File: config.mk
export PLATFORM = sky130hd
export DESIGN_NAME = twmc_channel
export DESIGN_NICKNAME = d
export VERILOG_FILES = /design/src/hw/twmc_pkg.sv /design/src/hw/twmc_channel.sv
export SDC_FILE = /design/constraint.sdc
export NUM_CORES = 1
export LEC_CHECK = 0
export ABC_AREA = 1
export BUFFER_PORTS_ARGS = -buffer_cell sky130_fd_sc_hd__buf_4
export CORE_MARGIN = 2
export CORE_UTILIZATION = 60
export DETAILED_ROUTE_END_ITERATION = 10
export PLACE_DENSITY = 0.78
export RECOVER_POWER = 25
export SYNTH_ARGS = -nofsm -noshare
export SYNTH_HDL_FRONTEND = slang
export SYNTH_SLANG_ARGS = --single-unit
export TNS_END_PERCENT = 5
File: constraint.sdc
create_clock -name core_clk -period 3.45 [get_ports core_clk]
set_input_delay 0 -clock core_clk [delete_from_list [all_inputs] [get_ports core_clk]]
set_output_delay 0 -clock core_clk [all_outputs]
set_load 0.02 [all_outputs]
File: src/hw/twmc_pkg.sv
// Shared constants, register map and carrier types for the waveform timer channel.
// Assumes a single core clock and an APB master with 8 address bits in reach.
package twmc_pkg;

  // ----------------------------------------------------------------
  // Register map
  // ----------------------------------------------------------------
  localparam int unsigned TWMC_ADDR_W = 8;
  localparam logic [7:0] TWMC_CMD_OFS    = 8'h60;
  localparam logic [7:0] TWMC_MODE_OFS   = 8'h64;
  localparam logic [7:0] TWMC_CMP_A_OFS  = 8'h84;
  localparam logic [7:0] TWMC_CMP_B_OFS  = 8'h88;
  localparam logic [7:0] TWMC_CMP_C_OFS  = 8'h8C;
  localparam logic [7:0] TWMC_STATUS_OFS = 8'h90;

  // ----------------------------------------------------------------
  // Field positions and reset values
  // ----------------------------------------------------------------
  localparam int unsigned TWMC_CMD_RST_BIT = 0;
  localparam int unsigned TWMC_CMD_ON_BIT  = 1;
  localparam int unsigned TWMC_CMD_OFF_BIT = 2;
  localparam int unsigned TWMC_CMD_TRG_BIT = 3;
  localparam int unsigned TWMC_MODE_RSVD_BIT = 13;
  localparam int unsigned TWMC_ST_CLK_BIT  = 0;
  localparam int unsigned TWMC_ST_RUN_BIT  = 1;
  localparam int unsigned TWMC_ST_FLAG_BIT = 2;
  localparam int unsigned TWMC_ST_PINA_BIT = 3;
  localparam int unsigned TWMC_ST_PINB_BIT = 4;
  localparam int unsigned TWMC_ST_CNT_LSB  = 16;
  localparam logic [31:0] TWMC_MODE_RESET = 32'h0000_0000;
  localparam logic [15:0] TWMC_CMP_RESET  = 16'h0000;
  localparam logic [15:0] TWMC_CNT_RESET  = 16'h0000;

  // ----------------------------------------------------------------
  // Counter width and prescaler taps (bit k of the prescaler divides by 2^(k+1))
  // ----------------------------------------------------------------
  localparam int unsigned TWMC_CNT_W      = 16;
  localparam int unsigned TWMC_PRESCALE_W = 10;
  localparam int unsigned TWMC_DIV2_TAP    = 0;
  localparam int unsigned TWMC_DIV8_TAP    = 2;
  localparam int unsigned TWMC_DIV32_TAP   = 4;
  localparam int unsigned TWMC_DIV128_TAP  = 6;
  localparam int unsigned TWMC_DIV1024_TAP = 9;

  // ----------------------------------------------------------------
  // Types
  // ----------------------------------------------------------------
  typedef enum logic [1:0] {
    TWMC_ACT_NONE,
    TWMC_ACT_SET,
    TWMC_ACT_CLEAR,
    TWMC_ACT_TOGGLE
  } twmc_action_t;

  typedef struct packed {
    twmc_action_t pin_b_on_soft_trigger;
    twmc_action_t pin_b_on_event;
    twmc_action_t pin_b_on_compare_c;
    twmc_action_t pin_b_on_compare_b;
    twmc_action_t pin_a_on_soft_trigger;
    twmc_action_t pin_a_on_event;
    twmc_action_t pin_a_on_compare_c;
    twmc_action_t pin_a_on_compare_a;
    logic         wave;
    logic         compare_c_retrigger;
    logic         reserved;
    logic         external_trigger_enable;
    logic [1:0]   event_source_select;
    logic [1:0]   event_edge_select;
    logic         compare_c_clock_off;
    logic         compare_c_halt;
    logic [1:0]   burst_select;
    logic         clock_edge_invert;
    logic [2:0]   clock_source_select;
  } twmc_mode_t;

  typedef struct packed {
    logic                   psel;
    logic                   penable;
    logic                   pwrite;
    logic [TWMC_ADDR_W-1:0] paddr;
    logic [31:0]            pwdata;
  } twmc_apb_req_t;

endpackage

File: src/hw/twmc_channel.sv
// One 16-bit timer channel in waveform mode with its APB register slave.
// Assumes all inputs are synchronous to core_clk and the APB master is well behaved.
//
// Functional notes
// Soft reset command clears every channel register; the edge history flops and prdata_reg keep their values.
// Clock on unless off set; off disables.
// Software trigger restarts counter at next edge.
// Source select: core divided or external clocks.
// Invert bit counts on falling edges.
// Burst field ANDs selected clock with gate.
// Halt bit stops counter at compare C.
// Stopped counter restarts from zero on trigger.
// Compare C stop beats its own trigger.
// Clock-off bit disables clock at compare C.
// Edge field picks none, rise, fall, both.
// Event sets flag, drives pins, may trigger.
// Source field picks pin B or external.
// Pin B source means single mode, input.
// External source means dual mode, outputs.
// Trigger enable lets events restart counter.
// Retrigger bit makes compare C a trigger.
// Four action fields drive pin A.
// Action codes: none, set, clear, toggle.
// Pin A priority: soft, event, C, A.
// Pin B alike with compare B.
// Waveform bit forces pin A output.
// Sixteen-bit counter, increments, trigger zeroes.
//
// Chosen here: register access over APB.
`timescale 1ns/1ps
module twmc_channel
  import twmc_pkg::*;
(
  input  wire logic          core_clk,
  input  wire logic          rst_n,
  input  wire twmc_apb_req_t apb_req,
  output logic [31:0]        prdata,
  output logic               pready,
  output logic               pslverr,
  input  wire logic [2:0]    external_clock_in,
  input  wire logic          waveform_pin_b_i,
  output logic               waveform_pin_a_o,
  output logic               waveform_pin_a_oe,
  output logic               waveform_pin_b_o,
  output logic               waveform_pin_b_oe
);

  // ----------------------------------------------------------------
  // State
  // ----------------------------------------------------------------
  twmc_mode_t                   mode_reg;
  logic [TWMC_CNT_W-1:0]        cmp_reg [3];
  logic [TWMC_CNT_W-1:0]        count_reg;
  logic [TWMC_PRESCALE_W-1:0]   prescale_reg;
  logic                         clk_on_reg;
  logic                         running_reg;
  logic                         pending_reg;
  logic                         updated_reg;
  logic                         trig_flag_reg;
  logic                         pin_a_reg;
  logic                         pin_b_reg;
  logic                         gclk_prev_reg;
  logic                         evt_prev_reg;
  logic [31:0]                  prdata_reg;

  logic        wr_access;
  logic        rd_access;
  logic        cmd_wr;
  logic        soft_rst;
  logic        sw_trg;
  logic        addr_hit;
  logic [31:0] read_value;
  logic        src_level;
  logic        burst_level;
  logic        gclk;
  logic        tick;
  logic        evt_level;
  logic        ext_event;
  logic        dual_mode;
  logic [2:0]  match;
  logic        stop_on_c;
  logic        cpc_trig;
  logic        any_trig;
  logic        status_rd;
  twmc_action_t act_a;
  twmc_action_t act_b;

  // ----------------------------------------------------------------
  // APB decode
  // ----------------------------------------------------------------
  assign wr_access = apb_req.psel && apb_req.penable && apb_req.pwrite;
  assign rd_access = apb_req.psel && apb_req.penable && !apb_req.pwrite;
  assign cmd_wr    = wr_access && (apb_req.paddr == TWMC_CMD_OFS);
  assign soft_rst  = cmd_wr && apb_req.pwdata[TWMC_CMD_RST_BIT];
  assign sw_trg    = cmd_wr && apb_req.pwdata[TWMC_CMD_TRG_BIT] && !soft_rst;
  assign status_rd = rd_access && (apb_req.paddr == TWMC_STATUS_OFS);

  always_comb begin
    addr_hit   = 1'b1;
    read_value = 32'h0000_0000;
    case (apb_req.paddr)
      TWMC_CMD_OFS:    read_value = 32'h0000_0000;
      TWMC_MODE_OFS:   read_value = mode_reg;
      TWMC_CMP_A_OFS:  read_value = {16'h0000, cmp_reg[0]};
      TWMC_CMP_B_OFS:  read_value = {16'h0000, cmp_reg[1]};
      TWMC_CMP_C_OFS:  read_value = {16'h0000, cmp_reg[2]};
      TWMC_STATUS_OFS: begin
        read_value[TWMC_ST_CNT_LSB +: TWMC_CNT_W] = count_reg;
        read_value[TWMC_ST_CLK_BIT]  = clk_on_reg;
        read_value[TWMC_ST_RUN_BIT]  = running_reg;
        read_value[TWMC_ST_FLAG_BIT] = trig_flag_reg;
        read_value[TWMC_ST_PINA_BIT] = pin_a_reg;
        read_value[TWMC_ST_PINB_BIT] = pin_b_reg;
      end
      default: addr_hit = 1'b0;
    endcase
  end

  // Read data is sampled in the setup cycle so it leaves a flip-flop in the access cycle.
  always_ff @(posedge core_clk or negedge rst_n) begin
    if (!rst_n) begin
      prdata_reg <= 32'h0000_0000;
    end else if (apb_req.psel && !apb_req.penable && !apb_req.pwrite) begin
      prdata_reg <= read_value;
    end
  end

  assign prdata  = prdata_reg;
  assign pready  = 1'b1;
  assign pslverr = apb_req.psel && apb_req.penable && !addr_hit;

  // ----------------------------------------------------------------
  // Configuration registers
  // ----------------------------------------------------------------
  always_ff @(posedge core_clk or negedge rst_n) begin
    if (!rst_n) begin
      mode_reg <= TWMC_MODE_RESET;
    end else if (soft_rst) begin
      mode_reg <= TWMC_MODE_RESET;
    end else if (wr_access && apb_req.paddr == TWMC_MODE_OFS) begin
      mode_reg <= twmc_mode_t'(apb_req.pwdata & ~(32'h0000_0001 << TWMC_MODE_RSVD_BIT));
    end
  end

  genvar gi;
  generate
    for (gi = 0; gi < 3; gi++) begin : g_cmp
      localparam logic [7:0] OFS = TWMC_CMP_A_OFS + 8'(4 * gi);
      always_ff @(posedge core_clk or negedge rst_n) begin
        if (!rst_n) begin
          cmp_reg[gi] <= TWMC_CMP_RESET;
        end else if (soft_rst) begin
          cmp_reg[gi] <= TWMC_CMP_RESET;
        end else if (wr_access && apb_req.paddr == OFS) begin
          cmp_reg[gi] <= apb_req.pwdata[TWMC_CNT_W-1:0];
        end
      end
      // A match is seen once, in the cycle after the counter took a new value.
      assign match[gi] = updated_reg && (count_reg == cmp_reg[gi]);
    end
  endgenerate

  // ----------------------------------------------------------------
  // Counter clock: prescaler, source select, inversion, burst gate
  // ----------------------------------------------------------------
  always_ff @(posedge core_clk or negedge rst_n) begin
    if (!rst_n) begin
      prescale_reg <= '0;
    end else if (soft_rst) begin
      prescale_reg <= '0;
    end else begin
      prescale_reg <= prescale_reg + 1'b1;
    end
  end

  always_comb begin
    case (mode_reg.clock_source_select)
      3'h0:    src_level = prescale_reg[TWMC_DIV2_TAP];
      3'h1:    src_level = prescale_reg[TWMC_DIV8_TAP];
      3'h2:    src_level = prescale_reg[TWMC_DIV32_TAP];
      3'h3:    src_level = prescale_reg[TWMC_DIV128_TAP];
      3'h4:    src_level = prescale_reg[TWMC_DIV1024_TAP];
      3'h5:    src_level = external_clock_in[0];
      3'h6:    src_level = external_clock_in[1];
      default: src_level = external_clock_in[2];
    endcase
    case (mode_reg.burst_select)
      2'h0:    burst_level = 1'b1;
      2'h1:    burst_level = external_clock_in[0];
      2'h2:    burst_level = external_clock_in[1];
      default: burst_level = external_clock_in[2];
    endcase
  end

  // Inverting before the rising-edge detector makes falling edges count.
  assign gclk = (src_level ^ mode_reg.clock_edge_invert) & burst_level;
  assign tick = gclk && !gclk_prev_reg;

  always_ff @(posedge core_clk or negedge rst_n) begin
    if (!rst_n) begin
      gclk_prev_reg <= 1'b0;
      evt_prev_reg  <= 1'b0;
    end else begin
      gclk_prev_reg <= gclk;
      evt_prev_reg  <= evt_level;
    end
  end

  // ----------------------------------------------------------------
  // External event detection
  // ----------------------------------------------------------------
  assign dual_mode = (mode_reg.event_source_select != 2'h0);

  always_comb begin
    case (mode_reg.event_source_select)
      2'h0:    evt_level = waveform_pin_b_i;
      2'h1:    evt_level = external_clock_in[0];
      2'h2:    evt_level = external_clock_in[1];
      default: evt_level = external_clock_in[2];
    endcase
    case (mode_reg.event_edge_select)
      2'h0:    ext_event = 1'b0;
      2'h1:    ext_event = evt_level && !evt_prev_reg;
      2'h2:    ext_event = !evt_level && evt_prev_reg;
      default: ext_event = evt_level ^ evt_prev_reg;
    endcase
  end

  always_ff @(posedge core_clk or negedge rst_n) begin
    if (!rst_n) begin
      trig_flag_reg <= 1'b0;
    end else if (soft_rst) begin
      trig_flag_reg <= 1'b0;
    end else begin
      // Only a flag the reader actually saw is cleared; a new event always wins.
      trig_flag_reg <= ext_event ||
                       (trig_flag_reg && !(status_rd && prdata_reg[TWMC_ST_FLAG_BIT]));
    end
  end

  // ----------------------------------------------------------------
  // Triggers, clock enable and counter
  // ----------------------------------------------------------------
  assign stop_on_c = match[2] && (mode_reg.compare_c_halt || mode_reg.compare_c_clock_off);
  assign cpc_trig  = match[2] && mode_reg.compare_c_retrigger && !stop_on_c;
  assign any_trig  = sw_trg || (ext_event && mode_reg.external_trigger_enable) || cpc_trig;

  always_ff @(posedge core_clk or negedge rst_n) begin
    if (!rst_n) begin
      clk_on_reg <= 1'b0;
    end else if (soft_rst) begin
      clk_on_reg <= 1'b0;
    end else if (cmd_wr && apb_req.pwdata[TWMC_CMD_OFF_BIT]) begin
      clk_on_reg <= 1'b0;
    end else if (cmd_wr && apb_req.pwdata[TWMC_CMD_ON_BIT]) begin
      clk_on_reg <= 1'b1;
    end else if (match[2] && mode_reg.compare_c_clock_off) begin
      clk_on_reg <= 1'b0;
    end
  end

  // A trigger waits for the next counted edge; with the clock off it is dropped.
  always_ff @(posedge core_clk or negedge rst_n) begin
    if (!rst_n) begin
      pending_reg <= 1'b0;
    end else if (soft_rst || !clk_on_reg) begin
      pending_reg <= 1'b0;
    end else if (tick) begin
      pending_reg <= any_trig;
    end else if (any_trig) begin
      pending_reg <= 1'b1;
    end
  end

  always_ff @(posedge core_clk or negedge rst_n) begin
    if (!rst_n) begin
      count_reg   <= TWMC_CNT_RESET;
      running_reg <= 1'b0;
      updated_reg <= 1'b0;
    end else if (soft_rst) begin
      count_reg   <= TWMC_CNT_RESET;
      running_reg <= 1'b0;
      updated_reg <= 1'b0;
    end else if (stop_on_c) begin
      running_reg <= 1'b0;
      updated_reg <= 1'b0;
    end else if (tick && clk_on_reg && pending_reg) begin
      count_reg   <= TWMC_CNT_RESET;
      running_reg <= 1'b1;
      updated_reg <= 1'b1;
    end else if (tick && clk_on_reg && running_reg) begin
      count_reg   <= count_reg + 1'b1;
      updated_reg <= 1'b1;
    end else begin
      updated_reg <= 1'b0;
    end
  end

  // ----------------------------------------------------------------
  // Waveform pins
  // ----------------------------------------------------------------
  // Events are ordered low to high priority; the last present one with an action wins.
  function automatic twmc_action_t pick_action(input logic [3:0] ev,
                                               input logic [7:0] codes);
    twmc_action_t res;
    res = TWMC_ACT_NONE;
    for (int i = 0; i < 4; i++) begin
      if (ev[i] && codes[2*i +: 2] != 2'h0) begin
        res = twmc_action_t'(codes[2*i +: 2]);
      end
    end
    return res;
  endfunction

  function automatic logic apply_action(input logic cur, input twmc_action_t act);
    case (act)
      TWMC_ACT_SET:    return 1'b1;
      TWMC_ACT_CLEAR:  return 1'b0;
      TWMC_ACT_TOGGLE: return !cur;
      default:         return cur;
    endcase
  endfunction

  assign act_a = pick_action({sw_trg, ext_event, match[2], match[0]},
                             {mode_reg.pin_a_on_soft_trigger, mode_reg.pin_a_on_event,
                              mode_reg.pin_a_on_compare_c, mode_reg.pin_a_on_compare_a});
  assign act_b = pick_action({sw_trg, ext_event, match[2], match[1]},
                             {mode_reg.pin_b_on_soft_trigger, mode_reg.pin_b_on_event,
                              mode_reg.pin_b_on_compare_c, mode_reg.pin_b_on_compare_b});

  always_ff @(posedge core_clk or negedge rst_n) begin
    if (!rst_n) begin
      pin_a_reg <= 1'b0;
    end else if (soft_rst) begin
      pin_a_reg <= 1'b0;
    end else if (mode_reg.wave) begin
      pin_a_reg <= apply_action(pin_a_reg, act_a);
    end
  end

  always_ff @(posedge core_clk or negedge rst_n) begin
    if (!rst_n) begin
      pin_b_reg <= 1'b0;
    end else if (soft_rst) begin
      pin_b_reg <= 1'b0;
    end else if (mode_reg.wave && dual_mode) begin
      pin_b_reg <= apply_action(pin_b_reg, act_b);
    end
  end

  assign waveform_pin_a_o  = pin_a_reg;
  assign waveform_pin_a_oe = mode_reg.wave;
  assign waveform_pin_b_o  = pin_b_reg;
  assign waveform_pin_b_oe = mode_reg.wave && dual_mode;
endmodule

* Word-level counts from Yosys, hierarchy flattened *
Cells that the tools add are included.

storage, ports and cells
  register bits = 147
  input bits = 49
  output and inout port bits = 38
  logic and storage cells = 205

cells by class
  add/sub/neg operators = 2
  eq/ne operators = 28
  muxes and demuxes = 50
  bitwise logic cells = 3
  reductions and logical operators = 88

operator list
  kind                                            number
  2-to-1 mux 16 bit                               10
  2-to-1 mux 32 bit                               2
  == test 16 bit                                  3
  case mux 11 bit (4 select lines)                1
  logical AND 1 bit                               42
  == test 8 bit (second input constant)           4
  case mux 16 bit (2 select lines)                1
  nonzero test 2 bit                              15
  case mux 5 bit (5 select lines)                 1
  2-to-1 mux 1 bit                                20
  adder 16 x 1 -> 16 bit (second input constant)  1
  == test 8 x 7 -> 1 bit (second input constant)  2
  2-to-1 mux 2 bit                                8
  case mux 1 bit (3 select lines)                 5
  == test 2 bit (second input constant)           7
  zero test 1 bit                                 12
  nonzero test 4 bit                              3
  adder 10 x 1 -> 10 bit (second input constant)  1
  == test 2 x 1 -> 1 bit (second input constant)  5
  2-to-1 mux 10 bit                               1
  == test 3 bit (second input constant)           3
  nonzero test 3 bit                              3
  case mux 1 bit (7 select lines)                 1
  == test 3 x 2 -> 1 bit (second input constant)  2
  9 further kinds                                 18

* Longest topological paths before layout *
Gate-level depths: netlist of run 1.

  depth after elaboration = 12
  gate-level depth with buffers = 21

* Least setup slack after synthesis of run 1 *
OpenSTA, ideal clock, no wires.

  path type = register to register
  from = reg mode_reg[11] in the netlist's numbering
  to = reg pin_a_reg (netlist: waveform_pin_a_o)
  library setup time = 0.063 ns
  arrival time = 2.430 ns
  data required time = 3.387 ns
  slack = 0.958 ns
  stages on the path, launching flop included = 18
  path buffers = 0
  clock period less this slack = 2.492 ns
  path through = dfrtp_1 > inv_1 > o21ai_0 > o21ai_0 > a32oi_1 > ha_1 > nand3_1 > nand2_1 > inv_1 > nand2_1 > nand3_1 > a21oi_1 > o21ai_1 > ha_1 > mux2_2 > o21ai_0 > nand2_1 > inv_1

on the way
  longest elaborated chain between the ends = 12

ends and longest elaborated chain
  item                                                     RTL line             text
  from (decl)                                              twmc_channel.sv:51   twmc_mode_t mode_reg;
  from (signal assigned)                                   twmc_channel.sv:141  mode_reg <= twmc_mode_t'(apb_req.pwdata & ~(32'h0000_0001 << TWMC_MODE_RSVD_BIT));
  == test 2 bit (tied with other cells)                    twmc_channel.sv:215  case (mode_reg.event_source_select)
  case mux 1 bit (3 select lines) (*)                      twmc_channel.sv:215
  net evt_level                                            twmc_channel.sv:77   logic evt_level;
  zero test 1 bit                                          twmc_channel.sv:224  2'h2: ext_event = !evt_level && evt_prev_reg;
  logical AND 1 bit                                        twmc_channel.sv:224
  case mux 1 bit (3 select lines) (*)                      twmc_channel.sv:221  case (mode_reg.event_edge_select)
  logical AND 1 bit (*)                                    twmc_channel.sv:308  if (ev[i] && codes[2*i +: 2] != 2'h0) begin
  2-to-1 mux 2 bit (*) (2 in a row)                        twmc_channel.sv:308
  == test 2 bit or == test 2 x 1 -> 1 bit (tied branches)  twmc_channel.sv:316  case (act)
  case mux 1 bit (3 select lines)                          twmc_channel.sv:316
  2-to-1 mux 1 bit                                         twmc_channel.sv:336  end else if (mode_reg.wave) begin
  2-to-1 mux 1 bit                                         twmc_channel.sv:334  end else if (soft_rst) begin
  to (signal assigned)                                     twmc_channel.sv:337  pin_a_reg <= apply_action(pin_a_reg, act_a);
  to (decl)                                                twmc_channel.sv:60   logic pin_a_reg;

The timed path passes the listed nets; every way through them passes the cells marked *. The select of a mux whose other input is x is not followed.
A chain may end at the register's enable or synchronous reset.

* Worst setup path in the final report of run 1 *
Ends and elaborated chain as after synthesis.

==> impl_metrics.ini, run 1 <==
[outcome]
status = finished, violations left
violations = max-capacitance violations, max-slew violations

[clock_network]
clock_path_buffers = 2
postCtsSetupBuffers = 0
cts_max_level = 4
cts_buffers = 17
clk_pin_slew_ps = 60
clk_latency_ps = 430
clockRootBuffer = clkbuf_16
tritoncts = done
clock-sinks = 146

[final_layout]
fin_util_pct = 73.8
syn_to_final_growth_pct = 19.4
num_antenna_cells = 0
layout_common_cells = nand2_1 (288), dfrtp_1 (146), inv_1 (113)
layout_commonest_cell = nand2_1
drive_gt1_share_pct = 16.6
largest_register_ffs = 48
layout.nets = 1221
fin_area_sq_um = 9820

[global_routing]
grt_pass1_vias = 7713
antenna_found_initial = 0
grt_pass1_wl_um = 42300
track_usage_pct = 38.4
grt_max_degree = 93
grt_overflow_total = 0

[die]
start_util_pct = 61.8
die_width_um = 121
core_sq_um = 13300
ioPinCount = 87
dieArea_sq_um = 14700
die_y_um = 121
num_rows = 42

[synth]
synth-edff-count = 0
yosysWarnings = 0
ys_seq_area_share_pct = 44.4
postSynth.asyncResetShare_pct = 100
synth_cell_types = 49
ys_ff_latch = 146
synth_flop_cell = dfrtp_1
syn_inst = 1067
synth.avg_cell_area_sq_um = 7.70
synth_area_sq_um = 8220
syn-num-nets = 1122

[worst_setup_path]
worstPathArrival_ps = 3300
cp_slowest_cell = dfrtp_1
end_kind = flip-flop
crit_required_ps = 3810
path_class = flip-flop to flip-flop
cp-start-kind = flip-flop
slowest_delay_ps = 390
path_cells = inv_1 > o21ai_0 > o21ai_0 > a32oi_1 > ha_1 > nand3_1 > nand2_1 > inv_1 > nand2_1 > nand3_1 > a21oi_1 > o21ai_1 > ha_1 > mux2_2 > o21ai_0 > nand2_1 > inv_1
crit_fanout = 5

[timing]
setup_viol = 0
setup_ws_ps = 513
worst_hold_slack_ps = 27.9
period_share_pct = 85.1
slew_viol_final = 93
hold_viol_final = 0
tightest_slew_ps = 2240
slew_headroom_pct = -49.3
rsz0062_at_grt = false
fin_setup_tns_ps = 0
fin_crit_ps = 2940
skew_ps = 6.93
max_freq_ghz = 0.341

[route]
post_drt_wl_per_cell_um = 20.0
ant_nets = 0
routed_wl_um = 27000
drtIter0Drc = 1108
via_per_inst = 6.03
drc = 0
vias = 8164
firstDrtPassIters = 6

[place]
io_buffers = 85
preCtsSetupSlack_ps = 598
dpl-instance-area_sq_um = 8880
place_hpwl_um = 19200
gp_congestion = 1.09

[hold_path]
hold_class = input port to flip-flop

[power]
ir_worst_vdd_mv = 0.379
p_per_area_nw_per_um2 = 484
p_leak_uw = 0.00489

[run]
maxCapViolCount = 1
[logic make-up after synthesis]
group / share of synthesized area, %
fa+ha+maj: 0.913
buf+inv: 9.67
other cells: 0.0456
simple gates: 27.5
flops: 44.4
xor+xnor: 2.34
mux: 0.137
compound gates: 14.9
[critical path: cells and delay by family, from the launching register on]
family / cells / cell delay, ps
AOI/OAI and AO/OA: 6 / 860
adders and majority gates: 2 / 510
and+or+nand+nor: 5 / 440
DFF: 1 / 390
muxes: 1 / 340
buffers and inverters: 3 / 330
[path summary, 6_finish.rpt]
path	cells after the start	start	endpoint	slack, ps
min in group asynchronous	2	rst_n	cmp_reg[0]	770
max in group asynchronous	3	rst_n	prdata[30]	1260
worst max-delay path	17	mode_reg[11]	waveform_pin_a_o	510
worst max register to register	17	mode_reg[11]	waveform_pin_a_o	510
worst min-delay path	4	apb_req[42]	prdata[0]	30
worst min register to register	2	prdata[22]	prdata[22]	490
[timing repair]
| action | CTS | global route |
|---|---|---|
| endpoints found under the hold margin | 143 | 0 |
| hold buffers | 34 | 0 |
| resized for setup | 0 | 0 |
[synth_stat cells, types with 6 or more instances]
cell type | instances | area share, %
a21oi_1 | 13 | 0.79
a221oi_1 | 11 | 1.2
buf_2 | 25 | 1.5
buf_4 | 10 | 0.91
clkbuf_1 | 13 | 0.59
dfrtp_1 | 146 | 44
ha_1 | 6 | 0.91
inv_1 | 113 | 5.2
inv_2 | 22 | 1.0
nand2_1 | 288 | 13
nand3_1 | 82 | 5.0
nand3_2 | 11 | 1.3
nand4_1 | 21 | 1.6
nor2_1 | 57 | 2.6
nor3_1 | 8 | 0.49
o21ai_0 | 51 | 3.1
o21ai_1 | 71 | 4.3
o21ai_2 | 10 | 1.1
o22ai_1 | 41 | 3.1
xnor2_1 | 9 | 0.96
xor2_1 | 13 | 1.4
[where the power goes]
group	internal (uW)	total (uW)	leakage, uW	switching (uW)
sequential	1820	1970	0.00186	151
clock	1150	1900	0.000282	747
combinational	330	886	0.00275	556
total	3300	4750	0.00489	1450
[metal layers]
metal	wire length [um]	GRT usage, %
met3	3220	10.5
met5	0	0
met1	11000	53.9
met2	12000	57.0
met4	861	14.5
[cell type report]
class                   count  area (sq um)
multi-input cells         735          3770
flip-flops and latches    146          3650
fillers                  1079          3480
repair buffers            131          1070
inverters                 135           507
clock buffers              19           443
well taps                 176           220
clock inverters            12           156
[stage by stage]
stage	total power (uW)	std cells
after floorplan	2530	1067
after global placement	2800	1289
after detailed placement	2820	1289
final	4750	1354
after global routing	4950	1354
after CTS	4740	1354
No activity file was read; power rests on OpenSTA's default activity.
==> run 2, diff against run 1 <==
- HOLD_SLACK_MARGIN: default -> 0.03
==> impl_metrics.ini, run 2 (synthesis gave the netlist of run 1 again) <==
[final_layout]
largest_register_ffs = 48
num_antenna_cells = 0
syn_to_final_growth_pct = 20.0
drive_gt1_share_pct = 16.6
layout_commonest_cell = nand2_1
fin_util_pct = 74.2
layout.nets = 1226
fin_area_sq_um = 9870
layout_common_cells = nand2_1 (288), dfrtp_1 (146), inv_1 (113)
n_fill_cell = 1072

[timing]
fin_crit_ps = 2940
setup_viol = 0
fin_setup_tns_ps = 0
slew_headroom_pct = -51.0
rsz0062_at_grt = false
slew_viol_final = 93
worst_hold_slack_ps = 54.3
max_freq_ghz = 0.340
skew_ps = 8.48
hold_viol_final = 0
period_share_pct = 85.1
tightest_slew_ps = 2270

[place]
dpl-instance-area_sq_um = 8880
gp_congestion = 1.09
io_buffers = 85
place_hpwl_um = 19200

[worst_setup_path]
crit_fanout = 5
worstPathArrival_ps = 3300
crit_required_ps = 3820
end_kind = flip-flop
r2r-end = waveform_pin_a_o
reg2reg_depth = 17
r2r_start = mode_reg[11]
path_class = flip-flop to flip-flop
cp-start-kind = flip-flop
reg2reg_setup_slack_ps = 510

[global_routing]
track_usage_pct = 38.6
grt_overflow_total = 0
antenna_found_initial = 0
grt_pass1_vias = 7741
grt_max_degree = 93
grt_pass1_wl_um = 42500

[hold_path]
hold_class = input port to flip-flop
hold_end = gclk_prev_reg
holdCritStartpoint = external_clock_in[2]
hold_depth = 5

[die]
num_rows = 42
dieArea_sq_um = 14700
die_y_um = 121
ioPinCount = 87
core_sq_um = 13300
die_width_um = 121
start_util_pct = 61.8

[clock_network]
cts_resized = 0
tritoncts = done
clock-sinks = 146
cts_max_level = 4
clock_path_buffers = 2
clk_latency_ps = 430
clockRootBuffer = clkbuf_16
clk_pin_slew_ps = 60
cts_buffers = 17

[run]
maxCapViolCount = 1

[route]
vias = 8135
drtIter0Drc = 1053
ant_nets = 0
post_drt_wl_per_cell_um = 20.1
firstDrtPassIters = 6
via_per_inst = 5.99
routed_wl_um = 27300
drc = 0

[power]
p_leak_uw = 0.00491
ir_worst_vdd_mv = 0.380
p_per_area_nw_per_um2 = 483

[outcome]
violations = max-capacitance violations, max-slew violations
status = finished, violations left
-- run 2: metrics by stage --
step	setup WS [ps]	total power, uW	cells
3_3_place_gp	709	2800	1289
5_1_grt	225	4960	1359
2_1_floorplan	958	2530	1067
4_1_cts	558	4740	1359
6_report	513	4770	1359
3_5_place_dp	598	2820	1289
-- run 2: critical path: stages, from the launching register on --
cell	delay, ps
dfrtp_1	390
inv_1	100
o21ai_0	150
o21ai_0	90
a32oi_1	260
ha_1	300
nand3_1	80
nand2_1	150
inv_1	130
nand2_1	80
nand3_1	80
a21oi_1	40
o21ai_1	180
ha_1	210
mux2_2	340
o21ai_0	140
nand2_1	60
inv_1	100
-- run 2: where the power goes --
part	switching, uW	internal [uW]
registers	152	1820
logic	561	333
clock network	754	1150
total	1470	3300
-- run 2: worst max path at each step --
stage,start,to,slack [ps],depth (start not counted)
floorplan,mode_reg[11],waveform_pin_a_o,960,17
CTS,mode_reg[11],waveform_pin_a_o,560,17
global route,mode_reg[11],waveform_pin_a_o,220,20
detailed placement,mode_reg[11],waveform_pin_a_o,600,17
global placement,mode_reg[11],waveform_pin_a_o,710,17
finish,mode_reg[11],waveform_pin_a_o,510,17
-- run 2: cell type report --
type	count	area, sq um	area share [%]
clock inverter	12	156	1.58
multi-input combinational	735	3770	38.2
timing repair buffer	136	1120	11.3
tap	176	220	2.23
clock buffer	19	443	4.49
inverter	135	507	5.14
sequential	146	3650	37.0
-- run 2: timing repair --
| action | in CTS | in global routing |
|---|---|---|
| endpoints found under the setup margin | 0 | 0 |
| hold buffers | 39 | 0 |
| endpoints found under the hold margin | 156 | 0 |
| buffers inserted | 0 | 0 |
-- run 2: per-layer routing --
layer / share of wire (%) / up-vias / track usage, %
met4: 3.1 / 0 / 14.5
li1: - / 3729 / -
met3: 12 / 66 / 10.6
met1: 40 / 3809 / 54.0
met5: 0 / - / 0
met2: 45 / 531 / 57.5
==> run 3, diff against run 2 <==
--- a/config.mk
+++ b/config.mk
@@ -14,4 +14,5 @@
 export PLACE_DENSITY = 0.78
 export RECOVER_POWER = 25
+export SKIP_LAST_GASP = 1
 export SYNTH_ARGS = -nofsm -noshare
 export SYNTH_HDL_FRONTEND = slang
==> constraint.sdc (replaced) <==
create_clock -name core_clk -period 3.45 [get_ports core_clk]
set_input_delay 0.345 -clock core_clk [delete_from_list [all_inputs] [get_ports core_clk]]
set_output_delay 0.345 -clock core_clk [all_outputs]
set_load 0.02 [all_outputs]
==> impl_metrics.ini, run 3 (synthesis gave the netlist of run 1 again) <==
[outcome]
status = finished, violations left
violations = max-capacitance violations, max-slew violations

[power]
combPwrFrac_pct = 17.7
ir_worst_vdd_mv = 0.332
p_switching_uw = 1420
p_per_area_nw_per_um2 = 499
pwr-share-seq_pct = 41.6
switching_share_pct = 29.9
p_leak_uw = 0.00478
power.internal_uw = 3330
clkPwrFrac_pct = 40.6
p_total_uw = 4750

[timing]
hold_viol_final = 0
slew_headroom_pct = -33.9
fin_setup_tns_ps = 0
max_freq_ghz = 0.341
tightest_slew_ps = 2010
worst_hold_slack_ps = 125
fin_crit_ps = 2940
rsz0062_at_grt = false
slew_viol_final = 81
skew_ps = 8.82
setup_viol = 0
period_share_pct = 85.1
setup_ws_ps = 515

[place]
placed_cells = 1289
gp_congestion = 1.03
place_hpwl_um = 18500
preCtsSetupSlack_ps = 550
io_buffers = 85

[clock_network]
clk_latency_ps = 430
cts_buffers = 17
tritoncts = done
cts_resized = 0
clk_pin_slew_ps = 60
clock-sinks = 146
postCtsSetupBuffers = 0
clockRootBuffer = clkbuf_16
cts_max_level = 4
clock_path_buffers = 2

[final_layout]
seq_area_sq_um = 3650
num_antenna_cells = 0
stdcell_count = 1322
drive_gt1_share_pct = 17.0
multi_input_area_sq_um = 3770
syn_to_final_growth_pct = 15.8
layout_commonest_cell = nand2_1
n_fill_cell = 1116
layout.nets = 1188
largest_register_ffs = 48
layout_common_cells = nand2_1 (288), dfrtp_1 (146), inv_1 (114)

[die]
die_y_um = 121
core_sq_um = 13300
die_width_um = 121
ioPinCount = 87
num_rows = 42
dieArea_sq_um = 14700
start_util_pct = 61.8

[route]
via_per_inst = 5.99
drc = 0
vias = 7918
firstDrtPassIters = 5
ant_nets = 0
post_drt_wl_per_cell_um = 19.2
routed_wl_um = 25400
drtIter0Drc = 1099

[global_routing]
grt_max_degree = 82
antenna_found_initial = 0
grt_pass1_wl_um = 40800
grt_overflow_total = 0
track_usage_pct = 36.9
grt_pass1_vias = 7385

[worst_setup_path]
crit_required_ps = 3820
r2r_start = mode_reg[11]
crit_fanout = 5
path_class = flip-flop to flip-flop
worstPathArrival_ps = 3300
cp-startpoint = mode_reg[11]
cp-start-kind = flip-flop
end_kind = flip-flop

[hold_path]
hold_class = input port to flip-flop
holdCritStartpoint = apb_req[2]

[run]
maxCapViolCount = 1
-- run 3: power groups by stage --
stage               Combinational (uW)  Clock, uW  Sequential, uW
global route                       943       2010            1990
finish                             842       1930            1980
floorplan                          617          0            1920
global placement                   799          0            2000
detailed placement                 816          0            2000
CTS                                827       1930            1970
-- run 3: stage by stage --
step | area, sq um | utilization [%]
after floorplan | 8220 | -
after global placement | 8900 | 66.9
after detailed placement | 8900 | 66.9
after CTS | 9520 | 71.6
after global routing | 9520 | 71.6
final | 9520 | 71.6
-- run 3: final timing paths --
kind	end	cells after the start	slack, ps
setup / recovery	waveform_pin_a_o	17	510
hold / removal	clk_on_reg	2	120
setup reg to reg	waveform_pin_a_o	17	510
hold reg to reg	prdata[18]	2	480
max in group asynchronous	evt_prev_reg	3	1230
min in group asynchronous	count_reg[0]	2	1040
-- run 3: timing repair --
item / CTS / global route
endpoints found under the setup margin: 0 / 0
hold buffers: 1 / 0
hold endpoints to repair: 80 / 0
-- run 3: routing by layer --
metal | vias up | GRT usage [%] | wire, um
met1 | 3739 | 54.2 | 10700
met3 | 68 | 6.67 | 2700
met5 | - | 0 | 0
li1 | 3646 | - | -
met4 | 0 | 16.2 | 1050
met2 | 465 | 53.3 | 11000
-- run 3: worst max-delay path: stages, from the launching register on --
cell and delay [ps]:
dfrtp_1 380, inv_1 100, o21ai_0 170, o21ai_0 110, a32oi_1 270, ha_1 290, nand3_1 80, nand2_1 140
inv_1 130, nand2_1 70, nand3_1 80, a21oi_1 40, o21ai_1 190, ha_1 210, mux2_2 330, o21ai_0 140
nand2_1 70, inv_1 70
-- run 3: area by class of cell --
| type | count | area share (%) |
|---|---|---|
| repair buffers | 98 | 7.86 |
| multi-input cells | 735 | 39.6 |
| inverters | 135 | 5.32 |
| well taps | 176 | 2.31 |
| flip-flops and latches | 146 | 38.4 |
| clock buffers | 23 | 5.13 |
| clock inverters | 9 | 1.34 |
